--- config.mk ---
export PLATFORM = sky130hd
export DESIGN_NAME = lookup_index_regs
export DESIGN_NICKNAME = d
export VERILOG_FILES = /design/src/lookup_ctl_pkg.sv /design/src/unknown_fwd_resolver.sv /design/src/lookup_index_regs.sv
export SDC_FILE = /design/constraint.sdc
export NUM_CORES = 1
export LEC_CHECK = 0
export ABC_AREA = 1
export BUFFER_PORTS_ARGS = -buffer_cell sky130_fd_sc_hd__buf_2
export CORE_MARGIN = 2
export CORE_UTILIZATION = 45
export CTS_CLUSTER_SIZE = 16
export DETAILED_ROUTE_END_ITERATION = 10
export PLACE_DENSITY = 0.75
export SYNTH_ARGS = -nofsm -noshare
export SYNTH_HDL_FRONTEND = slang
export SYNTH_SLANG_ARGS = --single-unit
--- constraint.sdc ---
create_clock -name REF_CLK -period 1.8 [get_ports REF_CLK]
set_input_delay 0.36 -clock REF_CLK [delete_from_list [all_inputs] [get_ports REF_CLK]]
set_output_delay 0.36 -clock REF_CLK [all_outputs]
set_load 0.03 [all_outputs]
--- src/lookup_ctl_pkg.sv ---
/*
 * Constants and carrier types of the lookup index and forwarding bank.
 * Assumes byte-wide host access and one clock domain.
 */
package lookup_ctl_pkg;

    // ----------------
    // register byte addresses
    // ----------------
    localparam logic [15:0] IDX0_ADDR       = 16'h0316;
    localparam logic [15:0] IDX1_ADDR       = 16'h0318;
    localparam logic [15:0] IDX2_ADDR       = 16'h031A;
    localparam logic [15:0] UCAST_CTL_ADDR  = 16'h0320;
    localparam logic [15:0] MCAST_CTL_ADDR  = 16'h0324;
    localparam logic [15:0] VLAN_CTL_ADDR   = 16'h0328;
    localparam logic [15:0] IDX_SPAN        = 16'h0002;
    localparam logic [15:0] CTL_SPAN        = 16'h0004;

    // ----------------
    // field layout
    // ----------------
    localparam int ENTRY_IDX_W    = 12;
    localparam int BUCKET_IDX_W   = 10;
    localparam int PORT_MASK_W    = 7;
    localparam int STATIC_CNT_W   = 3;
    localparam int CTL_ENABLE_BIT = 31;
    localparam int CTL_MASK_LSB   = 0;

    // ----------------
    // reset values and bucket thresholds
    // ----------------
    localparam logic [ENTRY_IDX_W-1:0]  ENTRY_IDX_RST  = 12'h000;
    localparam logic [BUCKET_IDX_W-1:0] BUCKET_IDX_RST = 10'h000;
    localparam logic [PORT_MASK_W-1:0]  PORT_MASK_RST  = 7'h00;
    localparam logic                    CTL_ENABLE_RST = 1'b0;
    localparam logic [STATIC_CNT_W-1:0] ALMOST_FULL_LO = 3'h2;
    localparam logic [STATIC_CNT_W-1:0] ALMOST_FULL_HI = 3'h3;
    localparam logic [STATIC_CNT_W-1:0] BUCKET_FULL    = 3'h4;
    localparam logic [7:0]              UNMAPPED_DATA  = 8'h00;

    // ----------------
    // carriers
    // ----------------
    typedef struct packed {
        logic                    valid;
        logic                    ok;
        logic [ENTRY_IDX_W-1:0]  entry_addr;
        logic [BUCKET_IDX_W-1:0] bucket_addr;
        logic [STATIC_CNT_W-1:0] prior_static;
    } static_write_evt_t;

    typedef struct packed {
        logic                    valid;
        logic [BUCKET_IDX_W-1:0] bucket_addr;
        logic [STATIC_CNT_W-1:0] static_count;
    } learn_evt_t;

    typedef struct packed {
        logic                    valid;
        logic [BUCKET_IDX_W-1:0] bucket_addr;
    } host_access_evt_t;

    typedef struct packed {
        logic                   enable;
        logic [PORT_MASK_W-1:0] ports;
    } fwd_ctl_t;

    typedef struct packed {
        logic                   valid;
        logic                   unk_vlan;
        logic                   unk_ucast;
        logic                   unk_mcast;
        logic [PORT_MASK_W-1:0] table_ports;
    } frame_class_t;

    typedef enum logic [1:0] {
        SRC_TABLE,
        SRC_VLAN,
        SRC_UCAST,
        SRC_MCAST
    } fwd_src_t;

    typedef struct packed {
        logic                   valid;
        fwd_src_t               source;
        logic [PORT_MASK_W-1:0] ports;
    } fwd_result_t;

endpackage

--- src/unknown_fwd_resolver.sv ---
/*
 * Forwarding port map choice for one classified frame.
 * Assumes the caller registers the result.
 */
`timescale 1ns/1ps
module unknown_fwd_resolver #(
    parameter int PORT_COUNT = 7
) (
    input  lookup_ctl_pkg::frame_class_t frame,
    input  lookup_ctl_pkg::fwd_ctl_t     vlan_ctl,
    input  lookup_ctl_pkg::fwd_ctl_t     ucast_ctl,
    input  lookup_ctl_pkg::fwd_ctl_t     mcast_ctl,
    output lookup_ctl_pkg::fwd_result_t  result
);

    localparam logic [lookup_ctl_pkg::PORT_MASK_W-1:0] PORT_LIMIT =
        lookup_ctl_pkg::PORT_MASK_W'((1 << PORT_COUNT) - 1);

    initial begin
        if (PORT_COUNT < 1 || PORT_COUNT > lookup_ctl_pkg::PORT_MASK_W) begin
            $error("PORT_COUNT out of range");
        end
    end

    // ------------------------------------------------------------
    // precedence: the highest category a frame falls into decides
    // ------------------------------------------------------------
    always_comb begin
        result.valid  = frame.valid;
        result.source = lookup_ctl_pkg::SRC_TABLE;
        result.ports  = frame.table_ports & PORT_LIMIT;
        if (frame.unk_vlan) begin                                       // RULE5
            if (vlan_ctl.enable) begin                                  // RULE12 RULE14
                result.source = lookup_ctl_pkg::SRC_VLAN;
                result.ports  = vlan_ctl.ports & PORT_LIMIT;            // RULE13
            end
        end else if (frame.unk_ucast) begin                             // RULE5
            if (ucast_ctl.enable) begin                                 // RULE6 RULE8
                result.source = lookup_ctl_pkg::SRC_UCAST;
                result.ports  = ucast_ctl.ports & PORT_LIMIT;           // RULE7
            end
        end else if (frame.unk_mcast) begin                             // RULE5
            if (mcast_ctl.enable) begin                                 // RULE9 RULE11
                result.source = lookup_ctl_pkg::SRC_MCAST;
                result.ports  = mcast_ctl.ports & PORT_LIMIT;           // RULE10
            end
        end
    end

endmodule

--- src/lookup_index_regs.sv ---
/*
 * Lookup index and unknown-destination forwarding registers, byte access.
 * Assumes all inputs come from logic on REF_CLK, so none is synchronised.
 */
// Contract
// RULE1: almost-full static write records entry address
// RULE2: failed static write records bucket address
// RULE3: learn fail on four statics records bucket
// RULE4: every host table access records bucket
// RULE5: precedence: vlan, then unicast, then multicast
// RULE6: unicast enable forwards unknown unicast by mask
// RULE7: unicast mask bit 0 is port 1
// RULE8: unicast enable clear disables mask forwarding
// RULE9: multicast enable forwards unknown multicast by mask
// RULE10: multicast mask bit 0 is port 1
// RULE11: multicast enable clear disables mask forwarding
// RULE12: vlan enable forwards unknown vlan by mask
// RULE13: vlan mask bit 0 is port 1
// RULE14: vlan enable clear disables mask forwarding
// RULE15: almost-full write raises almost-full flag
// RULE16: indexes hold, ignore writes, reserved read zero
`timescale 1ns/1ps
module lookup_index_regs #(
    parameter int PORT_COUNT = 7
) (
    input  wire logic                              REF_CLK,
    input  wire logic                              RST_N,
    input  wire logic                              CE,
    input  wire logic [15:0]                       REG_ADDR,
    input  wire logic                              REG_WR,
    input  wire logic                              REG_RD,
    input  wire logic [7:0]                        REG_WDATA,
    output logic      [7:0]                        REG_RDATA,
    output logic                                   REG_RVALID,
    input  lookup_ctl_pkg::static_write_evt_t      STATIC_WR,
    input  lookup_ctl_pkg::learn_evt_t             LEARN_FAIL,
    input  lookup_ctl_pkg::host_access_evt_t       HOST_ACCESS,
    input  lookup_ctl_pkg::frame_class_t           FRAME_IN,
    output lookup_ctl_pkg::fwd_result_t            FWD_OUT,
    output logic                                   ALMOST_FULL,
    output logic                                   WRITE_FAIL,
    output logic                                   LEARN_FAILED
);

    // ------------------------------------------------------------
    // state
    // ------------------------------------------------------------
    logic [lookup_ctl_pkg::ENTRY_IDX_W-1:0]  entry_idx_q;
    logic [lookup_ctl_pkg::BUCKET_IDX_W-1:0] learn_idx_q;
    logic [lookup_ctl_pkg::BUCKET_IDX_W-1:0] host_idx_q;
    lookup_ctl_pkg::fwd_ctl_t                ucast_ctl_q;
    lookup_ctl_pkg::fwd_ctl_t                mcast_ctl_q;
    lookup_ctl_pkg::fwd_ctl_t                vlan_ctl_q;
    lookup_ctl_pkg::fwd_ctl_t                ucast_ctl_d;
    lookup_ctl_pkg::fwd_ctl_t                mcast_ctl_d;
    lookup_ctl_pkg::fwd_ctl_t                vlan_ctl_d;
    lookup_ctl_pkg::fwd_result_t             fwd_d;
    logic [7:0]                              rdata_d;
    logic [1:0]                              reg_lane;
    logic                                    almost_full_evt;
    logic                                    write_fail_evt;
    logic                                    learn_fail_evt;

    // ------------------------------------------------------------
    // helpers
    // ------------------------------------------------------------
    // true when addr falls in [base, base+span)
    function automatic logic in_reg(input logic [15:0] addr,
                                    input logic [15:0] base,
                                    input logic [15:0] span);
        in_reg = (addr >= base) && (addr < 16'(base + span));
    endfunction

    // bases are aligned to their width; lane 0 is the top byte
    assign reg_lane = REG_ADDR[1:0];

    // 32-bit image of a forwarding control, reserved bits zero
    function automatic logic [31:0] ctl_image(input lookup_ctl_pkg::fwd_ctl_t ctl);
        logic [31:0] img;
        img                                  = 32'h0000_0000;
        img[lookup_ctl_pkg::CTL_ENABLE_BIT]  = ctl.enable;
        img[lookup_ctl_pkg::CTL_MASK_LSB +: lookup_ctl_pkg::PORT_MASK_W] = ctl.ports;
        ctl_image = img;
    endfunction

    // byte of a 32-bit image, lane 0 is bits 31:24
    function automatic logic [7:0] byte32(input logic [31:0] img,
                                          input logic [1:0]  lane);
        logic [7:0] b;
        b = 8'h00;
        case (lane)
            2'h0:    b = img[31:24];
            2'h1:    b = img[23:16];
            2'h2:    b = img[15:8];
            2'h3:    b = img[7:0];
            default: b = 8'h00;
        endcase
        byte32 = b;
    endfunction

    // byte of a 16-bit image, lane 0 is bits 15:8
    function automatic logic [7:0] byte16(input logic [15:0] img,
                                          input logic [1:0]  lane);
        byte16 = lane[0] ? img[7:0] : img[15:8];
    endfunction

    // apply a byte write to one forwarding control; reserved lanes drop
    function automatic lookup_ctl_pkg::fwd_ctl_t ctl_write(
        input lookup_ctl_pkg::fwd_ctl_t ctl,
        input logic [1:0]               lane,
        input logic [7:0]               data
    );
        lookup_ctl_pkg::fwd_ctl_t nxt;
        nxt = ctl;
        case (lane)
            2'h0:    nxt.enable = data[lookup_ctl_pkg::CTL_ENABLE_BIT - 24];
            2'h3:    nxt.ports  = data[lookup_ctl_pkg::PORT_MASK_W-1:0];
            default: nxt = ctl;
        endcase
        ctl_write = nxt;
    endfunction

    // ------------------------------------------------------------
    // lookup engine event decode
    // ------------------------------------------------------------
    assign almost_full_evt = STATIC_WR.valid && STATIC_WR.ok &&
                             (STATIC_WR.prior_static == lookup_ctl_pkg::ALMOST_FULL_LO ||
                              STATIC_WR.prior_static == lookup_ctl_pkg::ALMOST_FULL_HI);
    assign write_fail_evt  = STATIC_WR.valid && !STATIC_WR.ok;
    assign learn_fail_evt  = LEARN_FAIL.valid &&
                             (LEARN_FAIL.static_count == lookup_ctl_pkg::BUCKET_FULL);

    // ------------------------------------------------------------
    // almost-full / fail-write index
    // ------------------------------------------------------------
    // both events share one field; the last one seen stands
    always_ff @(posedge REF_CLK) begin
        if (!RST_N) begin
            entry_idx_q <= lookup_ctl_pkg::ENTRY_IDX_RST;
        end else if (CE) begin
            if (almost_full_evt) begin
                entry_idx_q <= STATIC_WR.entry_addr;                          // RULE1
            end else if (write_fail_evt) begin
                entry_idx_q <= lookup_ctl_pkg::ENTRY_IDX_W'(STATIC_WR.bucket_addr); // RULE2
            end
        end
    end

    // ------------------------------------------------------------
    // learn-failure index
    // ------------------------------------------------------------
    always_ff @(posedge REF_CLK) begin
        if (!RST_N) begin
            learn_idx_q <= lookup_ctl_pkg::BUCKET_IDX_RST;
        end else if (CE && learn_fail_evt) begin
            learn_idx_q <= LEARN_FAIL.bucket_addr;                            // RULE3
        end
    end

    // ------------------------------------------------------------
    // host-access index
    // ------------------------------------------------------------
    always_ff @(posedge REF_CLK) begin
        if (!RST_N) begin
            host_idx_q <= lookup_ctl_pkg::BUCKET_IDX_RST;
        end else if (CE && HOST_ACCESS.valid) begin
            host_idx_q <= HOST_ACCESS.bucket_addr;                            // RULE4
        end
    end

    // ------------------------------------------------------------
    // event flags toward the interrupt logic
    // ------------------------------------------------------------
    always_ff @(posedge REF_CLK) begin
        if (!RST_N) begin
            ALMOST_FULL  <= 1'b0;
            WRITE_FAIL   <= 1'b0;
            LEARN_FAILED <= 1'b0;
        end else if (CE) begin
            ALMOST_FULL  <= almost_full_evt;                                  // RULE15
            WRITE_FAIL   <= write_fail_evt;
            LEARN_FAILED <= learn_fail_evt;
        end
    end

    // ------------------------------------------------------------
    // forwarding control writes
    // ------------------------------------------------------------
    // index registers have no write path at all
    always_comb begin
        ucast_ctl_d = ucast_ctl_q;
        mcast_ctl_d = mcast_ctl_q;
        vlan_ctl_d  = vlan_ctl_q;
        if (REG_WR) begin                                                     // RULE16
            if (in_reg(REG_ADDR, lookup_ctl_pkg::UCAST_CTL_ADDR, lookup_ctl_pkg::CTL_SPAN)) begin
                ucast_ctl_d = ctl_write(ucast_ctl_q, reg_lane, REG_WDATA);
            end
            if (in_reg(REG_ADDR, lookup_ctl_pkg::MCAST_CTL_ADDR, lookup_ctl_pkg::CTL_SPAN)) begin
                mcast_ctl_d = ctl_write(mcast_ctl_q, reg_lane, REG_WDATA);
            end
            if (in_reg(REG_ADDR, lookup_ctl_pkg::VLAN_CTL_ADDR, lookup_ctl_pkg::CTL_SPAN)) begin
                vlan_ctl_d = ctl_write(vlan_ctl_q, reg_lane, REG_WDATA);
            end
        end
    end

    always_ff @(posedge REF_CLK) begin
        if (!RST_N) begin
            ucast_ctl_q.enable <= lookup_ctl_pkg::CTL_ENABLE_RST;             // RULE8
            ucast_ctl_q.ports  <= lookup_ctl_pkg::PORT_MASK_RST;
            mcast_ctl_q.enable <= lookup_ctl_pkg::CTL_ENABLE_RST;             // RULE11
            mcast_ctl_q.ports  <= lookup_ctl_pkg::PORT_MASK_RST;
            vlan_ctl_q.enable  <= lookup_ctl_pkg::CTL_ENABLE_RST;             // RULE14
            vlan_ctl_q.ports   <= lookup_ctl_pkg::PORT_MASK_RST;
        end else if (CE) begin
            ucast_ctl_q <= ucast_ctl_d;
            mcast_ctl_q <= mcast_ctl_d;
            vlan_ctl_q  <= vlan_ctl_d;
        end
    end

    // ------------------------------------------------------------
    // register read mux
    // ------------------------------------------------------------
    always_comb begin
        rdata_d = lookup_ctl_pkg::UNMAPPED_DATA;
        if (in_reg(REG_ADDR, lookup_ctl_pkg::IDX0_ADDR, lookup_ctl_pkg::IDX_SPAN)) begin
            rdata_d = byte16(16'(entry_idx_q), reg_lane);                     // RULE16
        end else if (in_reg(REG_ADDR, lookup_ctl_pkg::IDX1_ADDR, lookup_ctl_pkg::IDX_SPAN)) begin
            rdata_d = byte16(16'(learn_idx_q), reg_lane);
        end else if (in_reg(REG_ADDR, lookup_ctl_pkg::IDX2_ADDR, lookup_ctl_pkg::IDX_SPAN)) begin
            rdata_d = byte16(16'(host_idx_q), reg_lane);
        end else if (in_reg(REG_ADDR, lookup_ctl_pkg::UCAST_CTL_ADDR, lookup_ctl_pkg::CTL_SPAN)) begin
            rdata_d = byte32(ctl_image(ucast_ctl_q), reg_lane);
        end else if (in_reg(REG_ADDR, lookup_ctl_pkg::MCAST_CTL_ADDR, lookup_ctl_pkg::CTL_SPAN)) begin
            rdata_d = byte32(ctl_image(mcast_ctl_q), reg_lane);
        end else if (in_reg(REG_ADDR, lookup_ctl_pkg::VLAN_CTL_ADDR, lookup_ctl_pkg::CTL_SPAN)) begin
            rdata_d = byte32(ctl_image(vlan_ctl_q), reg_lane);
        end
    end

    always_ff @(posedge REF_CLK) begin
        if (!RST_N) begin
            REG_RDATA  <= 8'h00;
            REG_RVALID <= 1'b0;
        end else if (CE) begin
            REG_RVALID <= REG_RD;
            if (REG_RD) begin
                REG_RDATA <= rdata_d;
            end
        end
    end

    // ------------------------------------------------------------
    // unknown-destination forwarding
    // ------------------------------------------------------------
    unknown_fwd_resolver #(
        .PORT_COUNT (PORT_COUNT)
    ) i_unknown_fwd_resolver (
        .frame     (FRAME_IN),
        .vlan_ctl  (vlan_ctl_q),
        .ucast_ctl (ucast_ctl_q),
        .mcast_ctl (mcast_ctl_q),
        .result    (fwd_d)
    );

    always_ff @(posedge REF_CLK) begin
        if (!RST_N) begin
            FWD_OUT.valid  <= 1'b0;
            FWD_OUT.source <= lookup_ctl_pkg::SRC_TABLE;
            FWD_OUT.ports  <= lookup_ctl_pkg::PORT_MASK_RST;
        end else if (CE) begin
            FWD_OUT.valid <= fwd_d.valid;                                     // RULE5
            if (fwd_d.valid) begin
                FWD_OUT.source <= fwd_d.source;
                FWD_OUT.ports  <= fwd_d.ports;
            end
        end
    end

endmodule

==> impl_results.md, run 1 <==
- Combined area of the multi-input logic cells: 2160 sq um
- Wire length of the first global-routing pass: 19,100 um
- Area taken by flip-flops and latches: 1560 sq um
- Filler cell count: 863
- Static leakage power: 2.30 nW
- Final design instance area without fill: 5060 sq um
- Clock Pin Slew Worst Setup and Hold Paths: 0.09 ns
- TritonCTS clock tree: yes
- Number of antenna violations at the first check in global routing: 0
- Layout cell share with drive strength beyond 1: 23.9%
- Flip-flop cell with the highest count after synthesis: dfxtp_1
- Die Height: 99.4 um
- Aggregate global routing overflow: 0
- Number of enable-type register cells in the synthesized netlist: 0
- Final HPWL from detailed placement: 9090 um
- Library cell used as clock root buffer: clkbuf_8
- Final worst-path setup slack: 0.316 ns
- PnR Total Power: 3.53 mW
- Via Count: 4,466
- Num ports: 114
- Initial drt markers: 206
- Final weighted congestion in routability-driven placement: 0.874
- Worst slack on hold paths: 0.216 ns
- Post-synthesis register bit count: 78
- Data arrival time of the critical path: 1.74 ns
- Path category of the worst min-delay check: in -> reg
- Net total in the final layout: 839
- Final cell count without fillers: 860
- Initial cell density of the core: 46.7%
- Sequential share of the synthesized area: 38.2%
- Number of gates resized after CTS: 0
- Clock latency on the worst-skew pair: 0.36 ns
- Setup-violating endpoint count in the final report: 0
- Total Die Area: 9870 sq um
- Post CTS Setup Buffer Count: 0
- Result of the run: finished clean
- Number of nets produced by synthesis: 715
- CTS Buf Count: 9
- Largest fanout of any net on the critical path: 13
- Number of inserted diodes: 0
- Number of violations of the max-capacitance limit: 0
- Worst vdd rail ir drop: 0.428 mV
- Share of async-settable or async-resettable flops after synthesis: 0%
- Die W: 99.4 um
- Largest net degree at the start of global routing: 37
- P&R area growth vs syn: 23.7%
- Worst slew slack as a fraction of its limit: 72.8%
- Setup repair after global routing missed its margin: no
- Required time at the worst-slack endpoint: 2.06 ns
- Count of placed standard cells including taps: 844
- Final routed DRC violation total: 0
- Std-Cell Rows: 34
- Met3 wirelength from detailed routing: 764 um
- Capturing element type of the critical path: flip-flop
- Max Clock Skew: 0.0144 ns
- Cell area reported after detailed placement: 4870 sq um
- Shortest clock period the worst path allows after layout: 1.48 ns
- Detailed route wirelength on metal2: 5630 um
- Max-slew violations: 0
- Maximum frequency from static timing analysis: 674 MHz
- Worst Setup Path Type: in -> reg
- # hold bufs at CTS: 0
- Count of clock tree sinks: 78
- Average wire per cell in the routed design: 13.5 um
- Post-placement setup slack: -0.0470 ns
- Number of levels the H-tree was split into: 3
- Post-synthesis instance area: 4090 sq um
- Routed WL: 11,600 um
- Tcrit/Tclk final: 82.4%
- Core area: 8760 sq um
- Kind of start point of the critical path: input pin
- Port Buffers: 112
- Post-synthesis cell type count: 40
- Slew of the pin with the lowest slew margin: 0.406 ns
- Number of warnings issued by yosys: 0
- Metal1 wirelength: 5000 um
- Post-route core utilization: 57.8%
- Number of buffers on the longest clock path: 2
- Worst Reg-to-Reg Cells: 5
- Min-Delay Path Depth: 3
- Total Routing Usage GR: 23.8%
- Synthesized instance count: 623
- TNS Setup: 0 ns
- Final antenna-violating net count: 0
- Number of detailed-route iterations in the first pass: 5
- Avg Synthesized Cell Area: 6.57 sq um
- Number of global-route vias before repair: 4,178
- Vias/cell: 5.19
- Pwr per Cell Area: 697 nW/um^2
- Hold violation count in the final report: 0
- DR top layer: met4
-- worst max-delay path: stages --
cell     delay, ns
buf_2         0.11
or2_4         0.25
nor2_4        0.15
buf_4         0.22
nand3_2       0.15
nand2_1       0.10
nor2_1        0.05
nor2_1        0.08
nand2_1       0.06
nand2_1       0.06
nand3_1       0.06
nand2_1       0.06
inv_1         0.03
-- cells in the final DEF, fill, tap and decap left out, types with 11 or more instances in the layout --
cell type,instances
a21oi_1,47
nand4_1,19
o21ai_0,52
dfxtp_1,78
buf_2,112
o21ai_1,13
a31oi_1,14
nand2_1,144
clkbuf_8,11
inv_1,58
buf_4,25
nand3_1,28
nor2_1,96
-- final timing paths --
check / start / slack (ns) / to
setup reg to reg: ucast_ctl_q[7] / 0.32 / FWD_OUT[1]
hold / removal: LEARN_FAIL[4] / 0.22 / learn_idx_q[1]
hold reg to reg: learn_idx_q[8] / 0.46 / learn_idx_q[8]
setup / recovery: REG_ADDR[15] / 0.32 / REG_RDATA[4]
-- cell type report --
type,count,area share (%)
clock inverters,5,0.816
multi-input cells,455,42.6
flip-flops and latches,78,30.9
clock buffers,11,2.99
inverters,65,4.85
well taps,108,2.67
repair buffers,138,15.2
-- state kept, by name, summed over array words and instances, names as in the netlist --
| register | cells |
|---|---|
| WRITE_FAIL | 1 |
| mcast_ctl_q | 8 |
| ALMOST_FULL | 1 |
| learn_idx_q | 10 |
| FWD_OUT | 10 |
| REG_RDATA | 8 |
| ucast_ctl_q | 8 |
| LEARN_FAILED | 1 |
| entry_idx_q | 12 |
| vlan_ctl_q | 8 |
| REG_RVALID | 1 |
| host_idx_q | 10 |
-- cells by family (layout without fill, tap and decap cells) --
group / Yosys count / in the layout / share of synthesized area [%]
compound gates: 139 / 139 / 18.3
buf+inv: 90 / 219 / 9.11
flops: 78 / 78 / 38.2
simple gates: 316 / 316 / 34.5
-- routing by layer --
| layer | vias to the layer above | GRT usage [%] |
|---|---|---|
| li1 | 2304 | - |
| met1 | 1995 | 31.0 |
| met2 | 149 | 40.5 |
| met3 | 18 | 4.71 |
| met4 | 0 | 6.32 |
| met5 | - | 0 |
-- power breakdown --
part           internal (mW)  switching [mW]  leakage (nW)
clock network          0.585           0.672        0.0922
registers               1.78          0.0266         0.634
logic                  0.185           0.284          1.58
total                   2.55           0.983          2.30
-- cell usage after synthesis (5+ instances only) --
library cell / instances / share of area (%)
nand2_1: 144 / 13
nand4_1: 19 / 2.9
a21oi_1: 47 / 5.7
clkbuf_1: 15 / 1.4
nor2_1: 96 / 8.8
dfxtp_1: 78 / 38
o21ai_1: 13 / 1.6
nand3_1: 28 / 3.4
a31oi_1: 14 / 2.1
inv_1: 58 / 5.3
o21ai_0: 52 / 6.4
buf_2: 5 / 0.61
No activity file was read; power rests on OpenSTA's default activity.
==> run 2, diff against run 1 <==
==> constraint.sdc (replaced) <==
create_clock -name REF_CLK -period 1.5 [get_ports REF_CLK]
set_input_delay 0.3 -clock REF_CLK [delete_from_list [all_inputs] [get_ports REF_CLK]]
set_output_delay 0.3 -clock REF_CLK [all_outputs]
set_load 0.03 [all_outputs]
==> run 2 against run 1 <==
Against the previous run: die area stayed put; clock power is 10% higher; total power is 18% higher; routed wire length is 3.9% higher; critical path depth stayed put; register-to-register slack worse by 0.16 ns; critical path type unchanged; global-route usage is 1.1 points higher; sequential share of layout area is 1.2 points lower; clock-buffer cell count is 1 lower; sequential power is 20% higher; worst hold slack worse by 0.050 ns.
==> impl_results.md, run 2 (same netlist as run 1, synthesis figures left out) <==
- Capturing element type of the critical path: flip-flop (unchanged)
- Final antenna-violating net count: 0 (unchanged)
- Total Die Area: 9870 sq um (unchanged)
- Static leakage power: 2.43 nW (was 2.30 nW)
- Std-Cell Rows: 34 (unchanged)
- Tcrit/Tclk final: 95.5%
- Critical path's slowest cell: nor2_1 (was or2_4)
- Library cell used as clock root buffer: clkbuf_8 (unchanged)
- Net total in the final layout: 863 (was 839)
- Worst slack on hold paths: 0.166 ns (was 0.216 ns)
- Layout cell share with drive strength beyond 1: 26.7% (was 23.9%)
- Number of buffers on the longest clock path: 2 (unchanged)
- Total Routing Usage GR: 24.9% (was 23.8%)
- Cell family with most CP delay: simple AND/OR/NAND/NOR gates (unchanged)
- Final HPWL from detailed placement: 9530 um (was 9090 um)
- Initial cell density of the core: 46.7% (unchanged)
- Largest net degree at the start of global routing: 23 (was 37)
- Buffers and inverters on the worst path: 3 (unchanged)
- Cells traversed along the worst timing path: buf_2 -> nor2_4 -> nand2_2 -> nor2_4 -> buf_4 -> nor2_4 -> buf_12 -> nand4_1 -> nand2_1 -> nor2_1 -> nand4_1 -> nand2_1 -> a21oi_1 (was buf_2 -> or2_4 -> nor2_4 -> buf_4 -> nand3_2 -> nand2_1 -> nor2_1 -> nor2_1 -> nand2_1 -> nand2_1 -> nand3_1 -> nand2_1 -> inv_1)
- Maximum frequency from static timing analysis: 698 MHz
- Number of antenna violations at the first check in global routing: 0 (unchanged)
- Most common library cell in the layout ignoring fill and taps: nand2_1 (unchanged)
- Number of levels the H-tree was split into: 3 (unchanged)
- Worst slew slack as a fraction of its limit: 71.8% (was 72.8%)
- TritonCTS clock tree: yes (unchanged)
- Wire length of the first global-routing pass: 20,000 um (was 19,100 um)
- Capture point of the critical path: REG_RDATA[6] (was REG_RDATA[4])
- Die W: 99.4 um (unchanged)
- Core area: 8760 sq um (unchanged)
- Worst path depth: 13 (unchanged)
- Number of detailed-route iterations in the first pass: 4 (was 5)
- Worst Setup Path Type: in -> reg (unchanged)
- Worst r2r src: mcast_ctl_q[7] (was ucast_ctl_q[7])
- Worst Reg-to-Reg Cells: 7 (was 5)
- Slew of the pin with the lowest slew margin: 0.422 ns (was 0.406 ns)
- Final weighted congestion in routability-driven placement: 0.899 (was 0.874)
- Aggregate global routing overflow: 0 (unchanged)
- Shortest clock period the worst path allows after layout: 1.43 ns
- Max-slew violations: 0 (unchanged)
- Num ports: 114 (unchanged)
- Worst vdd rail ir drop: 0.535 mV (was 0.428 mV)
- Max reg flops: 12 (unchanged)
- Kind of start point of the critical path: input pin (unchanged)
- Largest fanout of any net on the critical path: 5 (was 13)
- Worst reg-to-reg setup slack: 0.16 ns (was 0.32 ns)
- Reg2reg end: FWD_OUT[1] (unchanged)
- Count of clock tree sinks: 78 (unchanged)
- Routed WL: 12,000 um (was 11,600 um)
- Data arrival time of the critical path: 1.66 ns (was 1.74 ns)
- Result of the run: finished clean (unchanged)
- Final routed DRC violation total: 0 (unchanged)
- Final worst-path setup slack: 0.0676 ns (was 0.316 ns)
- Via Count: 4,632 (was 4,466)
- Top register by number of flip-flops: entry_idx_q (unchanged)
- Clock latency on the worst-skew pair: 0.35 ns (was 0.36 ns)
- Post-placement setup slack: -0.245 ns (was -0.0470 ns)
- Path category of the worst min-delay check: in -> reg (unchanged)
- Source of the critical timing path: REG_ADDR[6] (was REG_ADDR[15])
- Commonest cells after routing, fill and taps aside: 142 x nand2_1, 112 x buf_2, 94 x nor2_1 (was 144 x nand2_1, 112 x buf_2, 96 x nor2_1)
- Clock Pin Slew Worst Setup and Hold Paths: 0.08 ns (was 0.09 ns)
- Number of global-route vias before repair: 4,460 (was 4,178)
- Die Height: 99.4 um (unchanged)
- Number of violations of the max-capacitance limit: 0 (unchanged)
- CTS Buf Count: 9 (unchanged)
- Pwr per Cell Area: 791 nW/um^2 (was 697 nW/um^2)
- Startpoint of the lowest-slack hold path: LEARN_FAIL[4] (unchanged)
- Number of inserted diodes: 0 (unchanged)
- Required time at the worst-slack endpoint: 1.73 ns (was 2.06 ns)
- Cell type with the highest occurrence count on the critical path: nor2_4 (was nand2_1)
- Hold violation count in the final report: 0 (unchanged)
- Vias/cell: 5.25 (was 5.19)
- Average wire per cell in the routed design: 13.6 um (was 13.5 um)
- Setup-violating endpoint count in the final report: 0 (unchanged)
- Max Clock Skew: 0.00718 ns (was 0.0144 ns)
- P&R area growth vs syn: 28.6% (was 23.7%)
- Port Buffers: 112 (unchanged)
- Largest stage delay, worst path: 0.20 ns (was 0.25 ns)
- Initial drt markers: 286 (was 206)
-- run 2: changes by cell type in the layout (fill, tap and decap cells not counted), moves of 2 or more --
cell,delta
nor2_1,-2
clkinv_2,+2
buf_4,+21
nand2_1,-2
nor2_2,+2
buf_12,+2
nand2_2,+2
clkbuf_8,-2
clkinvlp_4,-2
-- run 2: how the worst min path moves through the flow --
stage / slack (ns) / cells past startpoint / endpoint
floorplan: 0.42 / 2 / learn_idx_q[8]
global placement: 0.43 / 2 / learn_idx_q[8]
detailed placement: 0.45 / 2 / learn_idx_q[8]
CTS: 0.16 / 3 / learn_idx_q[1]
global route: 0.17 / 3 / learn_idx_q[1]
finish: 0.17 / 3 / learn_idx_q[1]
-- run 2: final cells by class --
cell class / count / area, sq um
clock buffer: 10 / 128
timing repair buffer: 162 / 977
inverter: 65 / 245
tap: 108 / 135
fill: 898 / 3500
clock inverter: 5 / 36.3
sequential: 78 / 1560
multi-input combinational: 455 / 2180
-- run 2: per-layer routing --
layer	track usage (%)	wire, um
met1	32.4	5250
met2	42.5	5780
met3	4.15	788
met4	7.48	210
met5	0	0
-- run 2: power by group --
part	total, mW	leakage [nW]	internal (mW)	switching (mW)
combinational	0.611	1.71	0.256	0.355
clock	1.39	0.0865	0.599	0.792
sequential	2.16	0.634	2.13	0.0309
-- run 2: tightest hold or removal path, cell delays in order --
cell,delay [ns]
buf_2,0.07
nor2_1,0.03
nor2_1,0.08
-- run 2: stage by stage --
step / power, mW / instances / TNS [ns] / area [sq um] / utilization [%]
after floorplan: 2.51 / 623 / 0 / 4090 / -
after global placement: 2.79 / 867 / -4.47 / 5050 / 57.7
after detailed placement: 2.81 / 867 / -5.51 / 5050 / 57.7
after CTS: 4.17 / 882 / 0 / 5220 / 59.5
after global routing: 4.35 / 883 / -0.0296 / 5260 / 60.1
final: 4.16 / 883 / 0 / 5260 / 60.1
-- run 2: repair_timing --
item,4_1_cts,5_1_grt
setup endpoints to repair,0,19
resized for setup,0,8
buffers inserted,0,1
hold buffers,0,0
==> run 3, diff against run 2 <==
--- a/config.mk
+++ b/config.mk
@@ -14,4 +14,5 @@
 export PLACE_DENSITY = 0.75
 export SYNTH_ARGS = -nofsm -noshare
 export SYNTH_HDL_FRONTEND = slang
+export SYNTH_HIERARCHICAL = 1
 export SYNTH_SLANG_ARGS = --single-unit
==> run 3 against run 2 <==
Against the previous run: synthesized cell count increased by 6.9%; sequential cell count unchanged; worst hold slack improved by 0.0057 ns; critical path depth decreased by 1; critical path type unchanged; critical endpoint is now ucast_ctl_q[3].
==> impl_results.md, run 3 <==
- Worst vdd rail ir drop: 0.601 mV (was 0.535 mV)
- Setup-violating endpoint count in the final report: 0 (unchanged)
- Path category of the worst min-delay check: in -> reg (unchanged)
- Max-slew violations: 0 (unchanged)
- Worst r2r src: ucast_ctl_q[7] (was mcast_ctl_q[7])
- Synthesized instance count: 666 (was 623)
- Layout cell share with drive strength beyond 1: 27.6% (was 26.7%)
- Source of the critical timing path: REG_ADDR[6] (unchanged)
- Commonest cells after routing, fill and taps aside: 122 x nand2_1, 110 x buf_2, 98 x nor2_1 (was 142 x nand2_1, 112 x buf_2, 94 x nor2_1)
- Final routed DRC violation total: 0 (unchanged)
- Initial drt markers: 244 (was 286)
- Num ports: 114 (unchanged)
- Number of warnings issued by yosys: 6 (was 0)
- Tcrit/Tclk final: 96.9% (was 95.5%)
- # hold bufs at CTS: 0 (unchanged)
- Number of violations of the max-capacitance limit: 0 (unchanged)
- Worst Setup Path Type: in -> reg (unchanged)
- Worst reg-to-reg setup slack: 0.28 ns (was 0.16 ns)
- Capturing element type of the critical path: flip-flop (unchanged)
- Worst slack on hold paths: 0.171 ns (was 0.166 ns)
- Cell with the most instances after synthesis: nand2_1 (unchanged)
- Final weighted congestion in routability-driven placement: 0.950 (was 0.899)
- Post-synthesis instance area: 4450 sq um (was 4090 sq um)
- Die Height: 103 um (was 99.4 um)
- Static leakage power: 2.64 nW (was 2.43 nW)
- Std-Cell Rows: 36 (was 34)
- Number of buffers on the longest clock path: 2 (unchanged)
- Most common library cell in the layout ignoring fill and taps: nand2_1 (unchanged)
- Startpoint of the lowest-slack hold path: LEARN_FAIL[8] (was LEARN_FAIL[4])
- Clock latency on the worst-skew pair: 0.35 ns (about the same)
- Number of levels the H-tree was split into: 3 (unchanged)
- Final antenna-violating net count: 0 (unchanged)
- Average wire per cell in the routed design: 12.9 um (was 13.6 um)
- Max reg flops: 12 (unchanged)
- Result of the run: finished clean (unchanged)
- Number of detailed-route iterations in the first pass: 4 (unchanged)
- Vias/cell: 5.07 (was 5.25)
- Final cell count without fillers: 952 (was 883)
- Number of nets produced by synthesis: 758 (was 715)
- Hold violation count in the final report: 0 (unchanged)
- Required time at the worst-slack endpoint: 1.76 ns (was 1.73 ns)
- Worst slew slack as a fraction of its limit: 64.4% (was 71.8%)
- Total Routing Usage GR: 22.7% (was 24.9%)
- Slew of the pin with the lowest slew margin: 0.533 ns (was 0.422 ns)
- TritonCTS clock tree: yes (unchanged)
- Avg Synthesized Cell Area: 6.68 sq um (was 6.57 sq um)
- Die W: 103 um (was 99.4 um)
- Clock Pin Slew Worst Setup and Hold Paths: 0.08 ns (about the same)
- Core area: 9680 sq um (was 8760 sq um)
- Largest net degree at the start of global routing: 64 (was 23)
- Share of the synthesized area in the top cell type: 35.1% (was 38.2%)
- Number of enable-type register cells in the synthesized netlist: 0 (unchanged)
- Post-synthesis cell type count: 35 (was 40)
- Routed WL: 12,300 um (was 12,000 um)
- Via Count: 4,829 (was 4,632)
- Biggest area contributors in the synthesized netlist: dfxtp_1 35%, nand2_1 10%, nor2_1 8.4% (was dfxtp_1 38%, nand2_1 13%, nor2_1 8.8%)
- Kind of start point of the critical path: input pin (unchanged)
- PnR Total Power: 4.43 mW (was 4.16 mW)
- Wire length of the first global-routing pass: 19,300 um (was 20,000 um)
- Flip-flop cell with the highest count after synthesis: dfxtp_1 (unchanged)
- Final HPWL from detailed placement: 9450 um (was 9530 um)
- Number of global-route vias before repair: 4,414 (was 4,460)
- Data arrival time of the critical path: 1.72 ns (was 1.66 ns)
- Count of clock tree sinks: 78 (unchanged)
- Share of async-settable or async-resettable flops after synthesis: 0% (unchanged)
- Sequential share of the synthesized area: 35.1% (was 38.2%)
- Count of placed standard cells including taps: 923 (was 867)
- Max Clock Skew: 0.00926 ns (was 0.00718 ns)
- Aggregate global routing overflow: 0 (unchanged)
- Maximum frequency from static timing analysis: 688 MHz (was 698 MHz)
- Top register by number of flip-flops: entry_idx_q (unchanged)
- Setup repair after global routing missed its margin: yes
- Shortest clock period the worst path allows after layout: 1.45 ns (was 1.43 ns)
- Library cell used as clock root buffer: clkbuf_8 (unchanged)
- Number of inserted diodes: 0 (unchanged)
- Port Buffers: 112 (unchanged)
- Reg2reg end: FWD_OUT[4] (was FWD_OUT[1])
- CTS Buf Count: 9 (unchanged)
- Post-synth top cells: 123 x nand2_1, 100 x nor2_1, 78 x dfxtp_1 (was 144 x nand2_1, 96 x nor2_1, 78 x dfxtp_1)
- Number of antenna violations at the first check in global routing: 0 (unchanged)
- Largest fanout of any net on the critical path: 7 (was 5)
- Net total in the final layout: 906 (was 863)
- Worst Reg-to-Reg Cells: 8 (was 7)
- Initial cell density of the core: 45.9% (was 46.7%)
- Post-synth top area cell: dfxtp_1 (unchanged)
- Total Die Area: 10,700 sq um (was 9870 sq um)
- Post-synthesis register bit count: 78 (unchanged)
- Pwr per Cell Area: 775 nW/um^2 (was 791 nW/um^2)
- P&R area growth vs syn: 28.4% (was 28.6%)
- Capture point of the critical path: ucast_ctl_q[3] (was REG_RDATA[6])
==> run 3: cell types whose count changed after synthesis, sizes merged, moves of 6 or more <==
cell	previous run	this run
o21ai	65	83
mux2i	0	6
inv	61	74
nand2	148	129
a211oi	0	7
nor2	104	114
nand3	32	52
==> run 3: metrics by stage <==
stage               setup WS (ns)  cell area [sq um]  util [%]  TNS [ns]
floorplan                  0.0140               4450         -         0
global placement           -0.246               5340      55.2     -5.71
detailed placement         -0.305               5340      55.2     -7.22
CTS                        0.0549               5530      57.1         0
global route              -0.0345               5710      59.0    -0.103
finish                     0.0458               5710      59.0         0
==> run 3: cell type report <==
cell class / instances / area [sq um]
fill: 940 / 3970
multi-input combinational: 477 / 2440
sequential: 78 / 1560
timing repair buffer: 169 / 1050
inverter: 79 / 307
tap: 133 / 166
clock buffer: 10 / 128
clock inverter: 6 / 62.6
==> run 3: kinds of logic after synthesis <==
family / share of synthesized area (%)
simple gates: 34.3
compound gates: 18.1
buf+inv: 11.1
flops: 35.1
mux: 1.35
==> run 3: repair_timing <==
action	CTS	global route
setup endpoints to repair	0	16
buffers inserted	0	13
hold endpoints to repair	0	0
gates resized for setup	0	19
==> run 3: routing by layer <==
layer / GRT usage (%) / vias to the layer above / routed length, um
met3: 4.44 / 28 / 642
met4: 9.41 / 0 / 359
met2: 38.7 / 153 / 5790
met5: 0 / - / 0
met1: 28.1 / 2175 / 5510
li1: - / 2473 / -
==> run 3: worst min path at each step <==
| stage | to | cells after the start |
|---|---|---|
| floorplan | learn_idx_q[7] | 2 |
| global placement | learn_idx_q[7] | 2 |
| detailed placement | learn_idx_q[7] | 2 |
| CTS | learn_idx_q[5] | 3 |
| global route | learn_idx_q[8] | 3 |
| finish | learn_idx_q[5] | 3 |
==> run 3: power breakdown <==
group	switching, mW	internal [mW]	total (mW)
combinational	0.422	0.282	0.704
sequential	0.0364	2.14	2.18
clock	0.781	0.767	1.55
==> run 3: worst max-delay path, cell delays in order <==
cell	delay (ns)
buf_6	0.10
nor2_4	0.16
buf_6	0.13
nand2_4	0.04
nor2_4	0.13
nor2_8	0.07
nor2_8	0.14
nand3_4	0.10
nor2_8	0.18
buf_6	0.13
nor2_2	0.03
a211oi_1	0.19
